**config.mk**
```make
export PLATFORM = sky130hd
export DESIGN_NAME = pse_top
export DESIGN_NICKNAME = d
export VERILOG_FILES = /design/src/logic/pse_pkg.sv /design/src/logic/pse_stream_if.sv /design/src/logic/pse_fifo.sv /design/src/logic/pse_top.sv
export SDC_FILE = /design/constraint.sdc
export NUM_CORES = 1
export LEC_CHECK = 0
export BUFFER_PORTS_ARGS = -buffer_cell sky130_fd_sc_hd__buf_2
export CAP_MARGIN = 15
export CORE_MARGIN = 4
export CORE_UTILIZATION = 35
export CTS_BUF_LIST = sky130_fd_sc_hd__clkbuf_8
export DETAILED_ROUTE_END_ITERATION = 8
export GPL_ROUTABILITY_DRIVEN = 0
export GPL_TIMING_DRIVEN = 0
export HOLD_SLACK_MARGIN = 0.05
export PLACE_DENSITY = 0.61
export SLEW_MARGIN = 10
export SYNTH_ARGS = -nofsm -noshare
export SYNTH_HDL_FRONTEND = slang
export SYNTH_SLANG_ARGS = --single-unit
```
**constraint.sdc**
```tcl
create_clock -name ref_clk -period 3.3 [get_ports ref_clk]
set_clock_uncertainty 0.2 [all_clocks]
set_input_delay 0.66 -clock ref_clk [delete_from_list [all_inputs] [get_ports ref_clk]]
set_output_delay 0.66 -clock ref_clk [all_outputs]
set_load 0.005 [all_outputs]
```
**src/logic/pse_pkg.sv**
```systemverilog
/*
  pse_pkg: register offsets, reset values, field positions and effect
  mode codes for the pixel special-effects stage.
  assumes: imported by pse_fifo and pse_top of the stage.
*/
package pse_pkg;

  // register word indices on the internal register path
  localparam logic [8:0]  PSE_ADDR_EFFECT_SELECT  = 9'h1e2;
  localparam logic [8:0]  PSE_ADDR_SEPIA_CHROMA   = 9'h1e3;

  // reset values
  localparam logic [15:0] PSE_RST_EFFECT_SELECT   = 16'h7000;
  localparam logic [15:0] PSE_RST_SEPIA_CHROMA    = 16'hb023;

  // effect_select_control fields
  localparam int          PSE_MODE_LSB            = 0;
  localparam int          PSE_MODE_W              = 3;
  localparam int          PSE_THRESH_LSB          = 8;
  localparam int          PSE_THRESH_W            = 8;

  // sepia_chroma_values fields
  localparam int          PSE_CR_LSB              = 0;
  localparam int          PSE_CB_LSB              = 8;
  localparam int          PSE_SM_W                = 8;

  // effect mode codes
  localparam logic [2:0]  PSE_MODE_NONE           = 3'h0;
  localparam logic [2:0]  PSE_MODE_MONO           = 3'h1;
  localparam logic [2:0]  PSE_MODE_SEPIA          = 3'h2;
  localparam logic [2:0]  PSE_MODE_NEGATIVE       = 3'h3;
  localparam logic [2:0]  PSE_MODE_SOLAR1         = 3'h4;
  localparam logic [2:0]  PSE_MODE_SOLAR2         = 3'h5;

  // pixel layout: luma in the top byte, then cb, then cr
  localparam int          PSE_COMP_W              = 8;
  localparam int          PSE_PIX_W               = 24;
  localparam int          PSE_FIFO_DEPTH          = 8;

endpackage : pse_pkg

```
**src/logic/pse_stream_if.sv**
```systemverilog
/*
  pse_stream_if: valid/ready word stream between the effect stage and
  its output buffer.
  assumes: both ends on the same clock; a word moves when valid and
  ready are both high at a clock edge.
*/
`timescale 1ns/10ps
interface pse_stream_if #(
  parameter int WIDTH = 24
);
  logic             valid;
  logic             ready;
  logic [WIDTH-1:0] data;

  modport src (output valid, output data, input ready);
  modport snk (input valid, input data, output ready);
endinterface : pse_stream_if

```
**src/logic/pse_fifo.sv**
```systemverilog
/*
  pse_fifo: synchronous first-in first-out buffer with valid/ready on
  both sides and parameters for width and depth.
  assumes: single clock, depth a power of two, asynchronous reset.
*/
`timescale 1ns/10ps
module pse_fifo
  import pse_pkg::*;
#(
  parameter int WIDTH = 24,
  parameter int DEPTH = 8
) (
  input  wire logic             ref_clk,
  input  wire logic             arst_n,
  pse_stream_if.snk             wr,
  output      logic             rd_valid,
  input  wire logic             rd_ready,
  output      logic [WIDTH-1:0] rd_data
);
  localparam int AW = $clog2(DEPTH);

  logic [WIDTH-1:0] mem_q [DEPTH];
  logic [AW:0]      wr_ptr_q;
  logic [AW:0]      rd_ptr_q;
  wire              full;
  wire              empty;
  wire              push;
  wire              pop;

  // full when pointers differ only in the wrap bit
  assign full     = (wr_ptr_q[AW] != rd_ptr_q[AW]) &&
                    (wr_ptr_q[AW-1:0] == rd_ptr_q[AW-1:0]);
  assign empty    = (wr_ptr_q == rd_ptr_q);
  assign wr.ready = !full;
  assign push     = wr.valid && !full;
  assign rd_valid = !empty;
  assign pop      = rd_ready && !empty;
  assign rd_data  = mem_q[rd_ptr_q[AW-1:0]]; // read from storage flops

  // storage write, no reset needed on data
  always_ff @(posedge ref_clk) begin
    if (push) begin
      mem_q[wr_ptr_q[AW-1:0]] <= wr.data;
    end
  end

  // pointer update
  always_ff @(posedge ref_clk or negedge arst_n) begin
    if (!arst_n) begin
      wr_ptr_q <= '0;
      rd_ptr_q <= '0;
    end else begin
      wr_ptr_q <= wr_ptr_q + (AW+1)'(push);
      rd_ptr_q <= rd_ptr_q + (AW+1)'(pop);
    end
  end
endmodule : pse_fifo

```
**src/logic/pse_top.sv**
```systemverilog
/*
  pse_top: special-effects stage of the colour pipeline. it takes ycbcr
  pixels from upstream, applies the effect chosen in its control
  register, and hands them through an output buffer downstream.
  assumes: upstream and downstream are logic on ref_clk; chroma is
  carried as signed two's complement bytes, zero meaning no colour;
  the register path comes from the serial interface's page decoder.
*/
`timescale 1ns/10ps

// Operation
// [RULE1] mode zero forwards pixels unchanged
// [RULE2] monochrome forces both chromas to zero
// [RULE3] sepia replaces chromas with programmed pair
// [RULE4] negative inverts luma and both chromas
// [RULE5] solarize one inverts luma past threshold
// [RULE6] solarize two also inverts those chromas
// [RULE7] threshold is control register upper byte
// [RULE8] sepia cb is sign and magnitude
// [RULE9] sepia cr is sign and magnitude
// [RULE10] any sepia chroma pair is accepted
// [RULE11] threshold means above; unused codes pass
module pse_top
  import pse_pkg::*;
#(
  parameter int FIFO_DEPTH = PSE_FIFO_DEPTH
) (
  input  wire logic                  ref_clk,
  input  wire logic                  arst_n,
  // register path
  input  wire logic                  reg_wr,
  input  wire logic                  reg_rd,
  input  wire logic [8:0]            reg_addr,
  input  wire logic [15:0]           reg_wdata,
  output      logic [15:0]           reg_rdata,
  output      logic                  reg_rvalid,
  // pixels from upstream
  input  wire logic                  in_valid,
  output      logic                  in_ready,
  input  wire logic [PSE_COMP_W-1:0] in_y,
  input  wire logic [PSE_COMP_W-1:0] in_cb,
  input  wire logic [PSE_COMP_W-1:0] in_cr,
  // pixels to downstream
  output      logic                  out_valid,
  input  wire logic                  out_ready,
  output      logic [PSE_COMP_W-1:0] out_y,
  output      logic [PSE_COMP_W-1:0] out_cb,
  output      logic [PSE_COMP_W-1:0] out_cr
);

  // sign-magnitude 0.7 chroma to two's complement byte
  function automatic logic [PSE_COMP_W-1:0] sm_to_tc(
    input logic [PSE_SM_W-1:0] sm
  );
    logic [PSE_COMP_W-1:0] mag;
    mag = {1'b0, sm[PSE_SM_W-2:0]};
    return sm[PSE_SM_W-1] ? PSE_COMP_W'(~mag + 8'h01) : mag;
  endfunction : sm_to_tc

  // registers
  logic [15:0]           effect_select_q;
  logic [15:0]           sepia_chroma_q;
  logic [15:0]           rdata_q;
  logic                  rvalid_q;

  // effect stage holding register
  logic                  stg_valid_q;
  logic [PSE_PIX_W-1:0]  stg_pix_q;

  // register decode
  wire                   hit_effect;
  wire                   hit_sepia;
  wire  [15:0]           rd_mux;

  assign hit_effect = (reg_addr == PSE_ADDR_EFFECT_SELECT);
  assign hit_sepia  = (reg_addr == PSE_ADDR_SEPIA_CHROMA);
  assign rd_mux     = hit_effect ? effect_select_q :
                      hit_sepia  ? sepia_chroma_q  : 16'h0000;

  // register writes take effect from the next pixel onward
  always_ff @(posedge ref_clk or negedge arst_n) begin
    if (!arst_n) begin
      effect_select_q <= PSE_RST_EFFECT_SELECT;
      sepia_chroma_q  <= PSE_RST_SEPIA_CHROMA;
    end else if (reg_wr) begin
      if (hit_effect) begin
        effect_select_q <= reg_wdata;
      end
      // [RULE10] any pair stored
      if (hit_sepia) begin
        sepia_chroma_q <= reg_wdata;
      end
    end
  end

  // read answer one cycle after the strobe, unmapped reads give zero
  always_ff @(posedge ref_clk or negedge arst_n) begin
    if (!arst_n) begin
      rdata_q  <= 16'h0000;
      rvalid_q <= 1'b0;
    end else begin
      rvalid_q <= reg_rd;
      if (reg_rd) begin
        rdata_q <= rd_mux;
      end
    end
  end

  assign reg_rdata  = rdata_q;
  assign reg_rvalid = rvalid_q;

  // control fields
  wire  [PSE_MODE_W-1:0]   mode;
  wire  [PSE_THRESH_W-1:0] thresh;
  wire  [PSE_COMP_W-1:0]   sepia_cb;
  wire  [PSE_COMP_W-1:0]   sepia_cr;

  assign mode     = effect_select_q[PSE_MODE_LSB +: PSE_MODE_W];
  // [RULE7] threshold upper byte
  assign thresh   = effect_select_q[PSE_THRESH_LSB +: PSE_THRESH_W];
  // [RULE8] cb sign magnitude
  assign sepia_cb = sm_to_tc(sepia_chroma_q[PSE_CB_LSB +: PSE_SM_W]);
  // [RULE9] cr sign magnitude
  assign sepia_cr = sm_to_tc(sepia_chroma_q[PSE_CR_LSB +: PSE_SM_W]);

  // mode decode
  wire                   is_mono;
  wire                   is_sepia;
  wire                   is_neg;
  wire                   is_sol1;
  wire                   is_sol2;
  wire                   over_thresh;
  wire                   sol_flip;

  assign is_mono     = (mode == PSE_MODE_MONO);
  assign is_sepia    = (mode == PSE_MODE_SEPIA);
  assign is_neg      = (mode == PSE_MODE_NEGATIVE);
  assign is_sol1     = (mode == PSE_MODE_SOLAR1);
  assign is_sol2     = (mode == PSE_MODE_SOLAR2);
  // [RULE11] strictly above threshold
  assign over_thresh = (in_y > thresh);
  assign sol_flip    = (is_sol1 || is_sol2) && over_thresh;

  // effect selection per component
  wire  [PSE_COMP_W-1:0] fx_y;
  wire  [PSE_COMP_W-1:0] fx_cb;
  wire  [PSE_COMP_W-1:0] fx_cr;
  wire                   flip_y;
  wire                   flip_c;

  // [RULE4] negative inverts everything
  // [RULE5] solarize luma flip
  assign flip_y = is_neg || sol_flip;
  // [RULE6] chroma follows luma flip, except in solarize one
  assign flip_c = is_neg || (is_sol2 && over_thresh);

  // [RULE1] untouched unless selected
  // [RULE11] unused codes pass
  assign fx_y  = flip_y ? ~in_y : in_y;
  // [RULE2] mono zero chroma
  // [RULE3] sepia chroma pair
  assign fx_cb = is_mono  ? 8'h00    :
                 is_sepia ? sepia_cb :
                 flip_c   ? ~in_cb   : in_cb;
  assign fx_cr = is_mono  ? 8'h00    :
                 is_sepia ? sepia_cr :
                 flip_c   ? ~in_cr   : in_cr;

  // output buffer link
  pse_stream_if #(.WIDTH(PSE_PIX_W)) buf_if ();

  wire                   take_in;
  wire                   stg_move;

  assign stg_move     = stg_valid_q && buf_if.ready;
  // stage accepts when empty or draining this cycle
  assign in_ready     = !stg_valid_q || buf_if.ready;
  assign take_in      = in_valid && in_ready;
  assign buf_if.valid = stg_valid_q;
  assign buf_if.data  = stg_pix_q;

  // effect stage register, back-pressure comes from the buffer
  always_ff @(posedge ref_clk or negedge arst_n) begin
    if (!arst_n) begin
      stg_valid_q <= 1'b0;
      stg_pix_q   <= '0;
    end else begin
      if (take_in) begin
        stg_valid_q <= 1'b1;
        stg_pix_q   <= {fx_y, fx_cb, fx_cr};
      end else if (stg_move) begin
        stg_valid_q <= 1'b0;
      end
    end
  end

  // eight-word output buffer
  logic [PSE_PIX_W-1:0]  out_pix;

  pse_fifo #(
    .WIDTH (PSE_PIX_W),
    .DEPTH (FIFO_DEPTH)
  ) u_fifo (
    .ref_clk  (ref_clk),
    .arst_n   (arst_n),
    .wr       (buf_if.snk),
    .rd_valid (out_valid),
    .rd_ready (out_ready),
    .rd_data  (out_pix)
  );

  // unpack the buffered pixel
  assign out_y  = out_pix[2*PSE_COMP_W +: PSE_COMP_W];
  assign out_cb = out_pix[PSE_COMP_W   +: PSE_COMP_W];
  assign out_cr = out_pix[0            +: PSE_COMP_W];

endmodule : pse_top

```
; Word-level counts from Yosys, hierarchy flattened
; Memory sizes are Yosys's and may differ from the RTL's.
; Cells that the tools add are included.
; W data, S select, Z words.
[op_classes]
eq_ne = 10
reduce_logical = 16
order_cmp = 1
addsub = 4
n_mux = 15
bitwise = 5
[op_table]
columns = op, n
row1 = $mux W8, 9
row2 = $mux W16, 2
row3 = $not A8 Y8, 3
row4 = $eq A9 B9 Y1 const B, 2
row5 = $add A8 B1 Y8 const B, 2
row6 = $not A7 Y8, 2
row7 = $add A4 B1 Y4, 2
row8 = $gt A8 B8 Y1, 1
row9 = $eq A3 B2 Y1 const B, 2
row10 = $eq A3 B3 Y1 const B, 2
row11 = $logic_and A1 B1 Y1, 6
row12 = $eq A4 B4 Y1, 1
row13 = $logic_or A1 B1 Y1, 4
row14 = $mux W1, 4
row15 = $reduce_and A2 Y1, 2
row16 = $eq A3 B1 Y1 const B, 1
row17 = $eq A3 B3 Y1, 1
row18 = $logic_not A1 Y1, 3
row19 = $reduce_bool A2 Y1, 1
row20 = $ne A1 B1 Y1, 1
[word_totals]
memories = 1
mem_bits_rw = 192
register_bits = 82
output_inout_bits = 43
inputBits = 55
[mem_list]
columns = memory, depth, word_bits, rd, rd_clocked_by_memory_dff, wr, line
row1 = u_fifo.mem_q, 8, 24, 1, 0, 1, pse_fifo.sv:22  ; logic [WIDTH-1:0] mem_q [DEPTH];

; Depth between registers and ports, before layout
; Gate-level depths: netlist of the first run.
[logic_depth]
ltp_word = 6
ltp_mapped = 9
ltp_nobuf = 8

; Cells and area by module
; Synthesis of the first run repeated with hierarchy kept, for this count alone.
[hier_totals]
hier_cells = 674
hier_area_um2 = 11488.5
[by_module_without_submodules]
columns = mod, n_inst, area_per_inst_um2, seq_area_each_um2, cells_per_inst
row1 = pse_fifo, 1, 7709.9, 5965.7, 319
row2 = pse_top, 1, 3778.6, 1863.0, 355

; Worst setup path after synthesis of the first run
; Ideal clock, no wire load.
[synth_path]
kind = reg2reg
startpoint = register u_fifo.rd_ptr_q[1]
endpoint = memory u_fifo.mem_q[0][0] (enable)
setup_time_ns = 0.435
period_less_slack_ns = 3.412
stages_incl_launch_ff = 7
slack_ns = -0.112
n_path_buf = 1
t_arrival_ns = 2.777
path_cell_list = dfrtp_1 -> clkbuf_1 -> xor2_1 -> nor4_2 -> and2b_1 -> nand2b_1 -> nor3_1
[synth_between]
elab_chain_len = 6
[synth_rtl]
columns = item, line
row1 = from (decl), pse_fifo.sv:24  ; logic [AW:0] rd_ptr_q;
row2 = from (signal assigned), pse_fifo.sv:54  ; rd_ptr_q <= rd_ptr_q + (AW+1)'(pop);
row3 = $eq A3 B3 Y1, pse_fifo.sv:32  ; (wr_ptr_q[AW-1:0] == rd_ptr_q[AW-1:0]);
row4 = $logic_and A1 B1 Y1, pse_fifo.sv:31  ; assign full = (wr_ptr_q[AW] != rd_ptr_q[AW]) &&
row5 = $logic_not A1 Y1, pse_fifo.sv:35  ; assign push = wr.valid && !full;
row6 = $logic_and A1 B1 Y1, pse_fifo.sv:35
row7 = $mux W1, pse_fifo.sv:42  ; if (push) begin
row8 = $mux W1 (implied by the code), pse_fifo.sv:43  ; mem_q[wr_ptr_q[AW-1:0]] <= wr.data;
row9 = to (decl), pse_fifo.sv:22
; No other way between the ends.

; Worst setup path after layout of the first run
[layout_path]
startpoint = register u_fifo.rd_ptr_q[0]
endpoint = output out_cr[7]
[layout_between]
elab_chain_len = 1
[layout_rtl]
columns = item, line
row1 = $mem_v2 Z8 W24, n/a
row2 = to (decl), pse_top.sv:48  ; output logic [PSE_COMP_W-1:0] out_cr
; No other way between the ends.

==> impl_results.md, run 1 <==
* Pin count of the biggest net entering global routing at slightly above 60
* Worst R2R Setup Slack at between 0.3 and 0.4 ns
* Setup TNS at 0 ns
* RSZ-0062 raised after global routing: no
* Crit-path max FO at 10
* Syn Std Cell Area at between 0.01 and 0.015 mm^2
* DP Area at 0.0128 mm^2
* Worst EP required at about 2.4 ns
* Area delta synth->final at 19.1%
* Post-layout instance area at 0.0137 mm^2
* Seq cells post-synth at 274
* Total CTS buffers at 44
* CTS root buffer: clkbuf_8
* IO Port Bufs at 97
* Core ar. at 0.0325 mm^2
* Die height at 189 um
* Asr flop ratio synth at ~30%
* Die W at approximately 190 um
* Hold-critical path depth at 1
* Hold WC Path Type: in -> reg
* Simple-Gate Fraction of Synth Area at 4.08%
* Max Cap Viol at 0
* Floorplan row count at 66
* CTS clk-pin slew, worst paths at about 0.06 ns
* Mapped Nets at 758
* Synthesis Warnings at 0
* Status: finished clean
* # DRC at 0
* Endpoints failing setup at 0
* Vias at 6398
* Worst Hold End: reg_rvalid
* Worst r2r src: u_fifo.rd_ptr_q[1]
* Vias in the first global route at 6918
* Commonest non-fill, non-tap cell in the layout: edfxtp_1
* Synth Area in Compound Gates at 5.94%
* Post-synthesis adder-cell area fraction at 1.53%
* Final #Nets at 912
* Drt wl/cell at 19.5 um
* GRT Util Overall at between 10 and 15%
* Mux cell area share after synthesis at 16.1%
* Final Hold Fails at 0
* Grt ovf at 0
* First drt pass iteration count at 4
* Peak VDD IR at 451 uV
* Max Slew Vio Count at 0
* Die area at 0.0357 mm^2
* CP Class: reg -> out
* Worst slew pin tran at 0.909 ns
* CTS H-Tree Depth at 2
* Post-Syn Instances at 689
* CP arrival at 2.30 ns
* Crit. End Element: primary output
* Max frequency at 317 MHz
* CTS tree: yes
* Static leakage at 5.13 nW
* Sequential-to-total area share from yosys stat at roughly two thirds
* Unique masters post-synth at 50
* Post-route ant nets at 0
* Power, Total at 10.4 mW
* Final HPWL from detailed placement at 17.7 mm
* IO Pins at 98
* Sink Count at 274
* PwrDens at approximately 760 mW/mm^2
* Antenna violations before repair at 6
* Number of vias per cell at just under 5
* Minimum clock period after layout at about 3.2 ns
* Number of synthesized flops with an enable pin at 192
* Tcrit/Tclk final at 95.6%
* Clock Tree Buf Depth at 3
* Min-Delay Startpoint: reg_rd
* Avg Cell Area, Syn at 16.7 um^2
* Top FF cell, synth: edfxtp_1
* ANT cells at 0
* Share of cells above drive strength 1 at 36.2%
* Reg2reg end: u_fifo.mem_q[1][15]
* First-pass GRT wire length at 40.4 mm
* Initial Utilization at 35.3%
* Post-synthesis xor/xnor area fraction at 2.14%
* Setup crit start kind: flop
* WL final at 25.7 mm
* Worst-Skew Late Latency at 0.54 ns
* Most frequent cells in the layout: edfxtp_1, buf_2, dfrtp_1
* Slew HR at 39.2%
* Largest family of logic cells by synthesized area: multiplexers
* DRT iter0 DRCs at about 340
* Worst-case reg-to-reg path depth at 7
-- layout make-up --
type | instances | area (um^2)
Clock buffer | 46 | 633
Tap cell | 442 | 553
Fill cell | 2978 | 18800
Multi-Input combinational cell | 364 | 3480
Clock inverter | 33 | 146
Sequential cell | 274 | 7830
Timing Repair Buffer | 109 | 748
Buffer | 33 | 203
Inverter | 17 | 63.8
-- sequential cells by signal, indices dropped and copies added, names as in the netlist --
name,flops
u_fifo.rd_ptr_q,4
u_fifo.mem_q,192
sepia_chroma_q,16
u_fifo.wr_ptr_q,4
effect_select_q,16
buf_if.valid,1
buf_if.data,24
reg_rdata,16
reg_rvalid,1
-- Yosys cell counts (all sizes together), types with 2 or more instances --
master | count | share of area [%]
dfstp | 9 | 2.1
clkbuf | 15 | 0.49
a32o | 4 | 0.35
o31ai | 2 | 0.13
nor2b | 3 | 0.16
o211ai | 2 | 0.13
nand3 | 4 | 0.17
buf | 19 | 0.94
o211a | 3 | 0.26
a22oi | 16 | 1.0
and2 | 2 | 0.11
xnor2 | 23 | 1.8
or2 | 2 | 0.11
xor2 | 5 | 0.38
nand2b | 5 | 0.27
a21o | 2 | 0.13
a211oi | 2 | 0.13
nor2 | 35 | 1.2
ha | 14 | 1.5
o311a | 2 | 0.19
a31oi | 4 | 0.35
a21oi | 23 | 1.1
o41ai | 2 | 0.15
a2111o | 2 | 0.20
edfxtp | 192 | 50
nor3 | 5 | 0.22
inv | 17 | 0.56
nand2 | 39 | 1.3
mux4 | 48 | 9.4
and4 | 2 | 0.15
o21ai | 38 | 1.7
mux2i | 10 | 0.87
dfrtp | 73 | 16
mux2 | 59 | 5.8
-- worst max-delay path by stage --
stage / startpoint / endpoint / slack (ns) / depth (start not counted)
finish: u_fifo.rd_ptr_q[0] / out_cr[7] / 0.14 / 5
global route: u_fifo.rd_ptr_q[0] / out_cr[7] / 0.007 / 5
CTS: u_fifo.rd_ptr_q[1] / out_y[2] / 0.06 / 6
detailed placement: u_fifo.rd_ptr_q[1] / out_y[6] / 0.05 / 6
global placement: u_fifo.rd_ptr_q[1] / u_fifo.mem_q[6][11] / -0.68 / 6
floorplan: u_fifo.rd_ptr_q[1] / u_fifo.mem_q[3][0] / 0.53 / 6
-- per-stage QoR --
step | hold slack, ns | worst slack [ns] | cells | utilization, %
finish | 0.126 | 0.144 | 1318 | 42.1
global placement | 0.283 | -0.680 | 1228 | 38.6
floorplan | 0.164 | 0.534 | 689 | -
global route | 0.0999 | 0.00690 | 1318 | 42.1
CTS | 0.0911 | 0.0580 | 1318 | 42.1
detailed placement | 0.284 | 0.0454 | 1237 | 39.5
-- logic make-up (layout without fill, tap and decap cells) --
group,Yosys count,in the layout
AO/OA/AOI/OAI,103,103
XOR/XNOR,28,28
adder cells (fa/ha/maj),14,14
buffers and inverters,51,238
flip-flops,274,274
multiplexers,117,117
AND/OR/NAND/NOR,102,102
-- worst max-delay path, stage by stage (launching register included) --
cell	delay [ns]
dfrtp_1	0.45
buf_6	0.16
buf_6	0.20
mux4_2	0.51
mux2_2	0.30
buf_2	0.14
-- metal layers --
layer	up-vias	share of wire [%]	GRT usage, %
met2	182	48	24.1
met4	12	1.5	3.25
li1	2986	-	-
met1	3169	43	19.7
met3	49	7.2	3.89
met5	-	0.23	0
-- where the power goes --
part | switching, mW | leakage, nW | internal, mW
registers | 0.351 | 2.78 | 4.45
clock network | 1.29 | 0.465 | 1.30
logic | 1.49 | 1.89 | 1.48
-- repair_timing --
item | 4_1_cts | 5_1_grt
setup endpoints to repair | 24 | 5
gates resized for setup | 15 | 4
buffers inserted | 2 | 0
hold buffers | 1 | 0
hold endpoints to repair | 21 | 0
(Power assumes the default switching activity.)
==> run 2, diff against run 1 <==
SETUP_SLACK_MARGIN = 0.15   (was default)
==> run 2 against run 1 <==
Fmax up 0.23%. Register-to-register slack about the same. Critical path depth up 1. Count of clock-buffer cells in the layout unchanged. Global-route usage up 0.068 points. Largest cell class unchanged.
==> impl_results.md, run 2 (same netlist as run 1, synthesis figures left out) <==
* Status: finished clean
* Share of cells above drive strength 1 at roughly 37%
* CP arrival at 2.29 ns
* Slew HR at 47.9%
* Worst path slowest cell: mux4_2
* Number of vias per cell at 4.87
* First-pass GRT wire length at 40.6 mm
* RSZ-0062 raised after global routing: yes
* Pin count of the biggest net entering global routing at 61
* Floorplan row count at 66
* Core ar. at 0.0325 mm^2
* Hold WC Path Type: in -> reg
* Antenna violations before repair at 6
* DP Worst Slack at 0.0454 ns
* Power, Total at 10.9 mW
* Post-route ant nets at 0
* Final Hold Fails at 0
* Sink Count at 274
* Max reg flops at 192
* CTS H-Tree Depth at 2
* Worst stage delay on the critical path at ~0.52 ns
* Final HPWL from detailed placement at 17.7 mm
* Max Cap Viol at 0
* Die height at 189 um
* Worst slew pin tran at 0.782 ns
* Minimum clock period after layout at 3.15 ns
* GRT Util Overall at 14.7%
* Endpoints failing setup at 0
* CP Cell Sequence: buf_8 -> buf_12 -> buf_8 -> mux4_2 -> mux2_4 -> buf_6
* Area delta synth->final at 22.1%
* CP Class: reg -> out
* IO Port Bufs at 97
* Commonest non-fill, non-tap cell in the layout: edfxtp_1
* Worst-Skew Late Latency at 0.54 ns
* IO Pins at just under 100
* Vias at 6464
* Setup crit start kind: flop
* Initial Utilization at 35.3%
* Peak VDD IR at 497 uV
* CTS clk-pin slew, worst paths at 0.06 ns
* DP Area at 0.0128 mm^2
* Drt wl/cell at 19.6 um
* Final #Nets at 921
* Most frequent cells in the layout: edfxtp_1, buf_2, dfrtp_1
* Crit. End Element: primary output
* Vias in the first global route at slightly below 7000
* WL final at 26.0 mm
* Final setup margin at 0.151 ns
* Placed insts at 1237
* CP most frequent cell: buf_8
* Total CTS buffers at 44
* Tcrit/Tclk final at 95.4%
* Max frequency at approximately 320 MHz
* Grt ovf at 0
* CTS root buffer: clkbuf_8
* Post-Layout Cell Count at 1327
* PwrDens at 782 mW/mm^2
* Worst EP required at approximately 2.4 ns
* CTS tree: yes
* Die area at 0.0357 mm^2
* Layout filler cell count at 2930
* First drt pass iteration count at 5
* Crit-path max FO at 6
* ANT cells at 0
* Die W at 189 um
* # DRC at 0
* Setup TNS at 0 ns
* DRT iter0 DRCs at 375
* Static leakage at between 5 and 6 nW
* Clock Tree Buf Depth at 3
* Post-layout instance area at 0.0140 mm^2
* Max Slew Vio Count at 0
-- run 2: final cells by class --
type                       count  area [um^2]  share of cell area [%]
clock inverter                33          146                    1.05
inverter                      17         63.8                   0.456
clock buffer                  46          633                    4.52
timing repair buffer         117          976                    6.97
sequential                   274         7830                    55.9
multi-input combinational    364         3540                    25.3
buffer                        34          258                    1.84
tap                          442          553                    3.95
-- run 2: what timing repair did --
action | in CTS | in global routing
gates cloned | 1 | 1
endpoints found under the setup margin | 24 | 37
gates resized for setup | 35 | 30
buffers inserted | 4 | 4
hold endpoints to repair | 21 | 0
pin swaps | 0 | 1
hold buffers | 1 | 0
-- run 2: metal layers --
metal	global-route usage, %	share of wire [%]
met1	19.7	43
met2	24.3	49
met3	4.02	6.7
met4	3.25	1.4
met5	0	0.28
-- run 2: through the flow --
stage / hold slack, ns / utilization (%)
floorplan: 0.164 / -
global placement: 0.283 / 38.6
detailed placement: 0.284 / 39.5
CTS: 0.0911 / 42.4
global route: 0.0999 / 43.1
finish: 0.125 / 43.1
-- run 2: worst paths after layout --
| kind | from | to | slack, ns | depth (start not counted) |
|---|---|---|---|---|
| worst max register to register | u_fifo.rd_ptr_q[0] | u_fifo.mem_q[0][3] | 0.35 | 8 |
| min in group asynchronous | arst_n | reg_rdata[5] | 0.37 | 2 |
| worst min register to register | u_fifo.rd_ptr_q[3] | u_fifo.rd_ptr_q[3] | 0.30 | 1 |
| worst min-delay path | reg_rd | reg_rvalid | 0.13 | 1 |
| max in group asynchronous | arst_n | sepia_chroma_q[13] | 1.88 | 3 |
| worst max-delay path | u_fifo.rd_ptr_q[0] | out_cr[1] | 0.15 | 6 |
-- run 2: critical path, delay by kind of cell (launching register included) --
kind | cells | cell delay [ns]
buf+inv | 4 | 0.53
flops | 1 | 0.39
mux | 2 | 0.84
-- run 2: power breakdown --
group | switching [mW] | total, mW | internal (mW) | leakage (nW)
Clock | 1.29 | 2.59 | 1.30 | 0.465
Sequential | 0.350 | 4.80 | 4.45 | 2.78
Combinational | 1.63 | 3.56 | 1.94 | 2.07
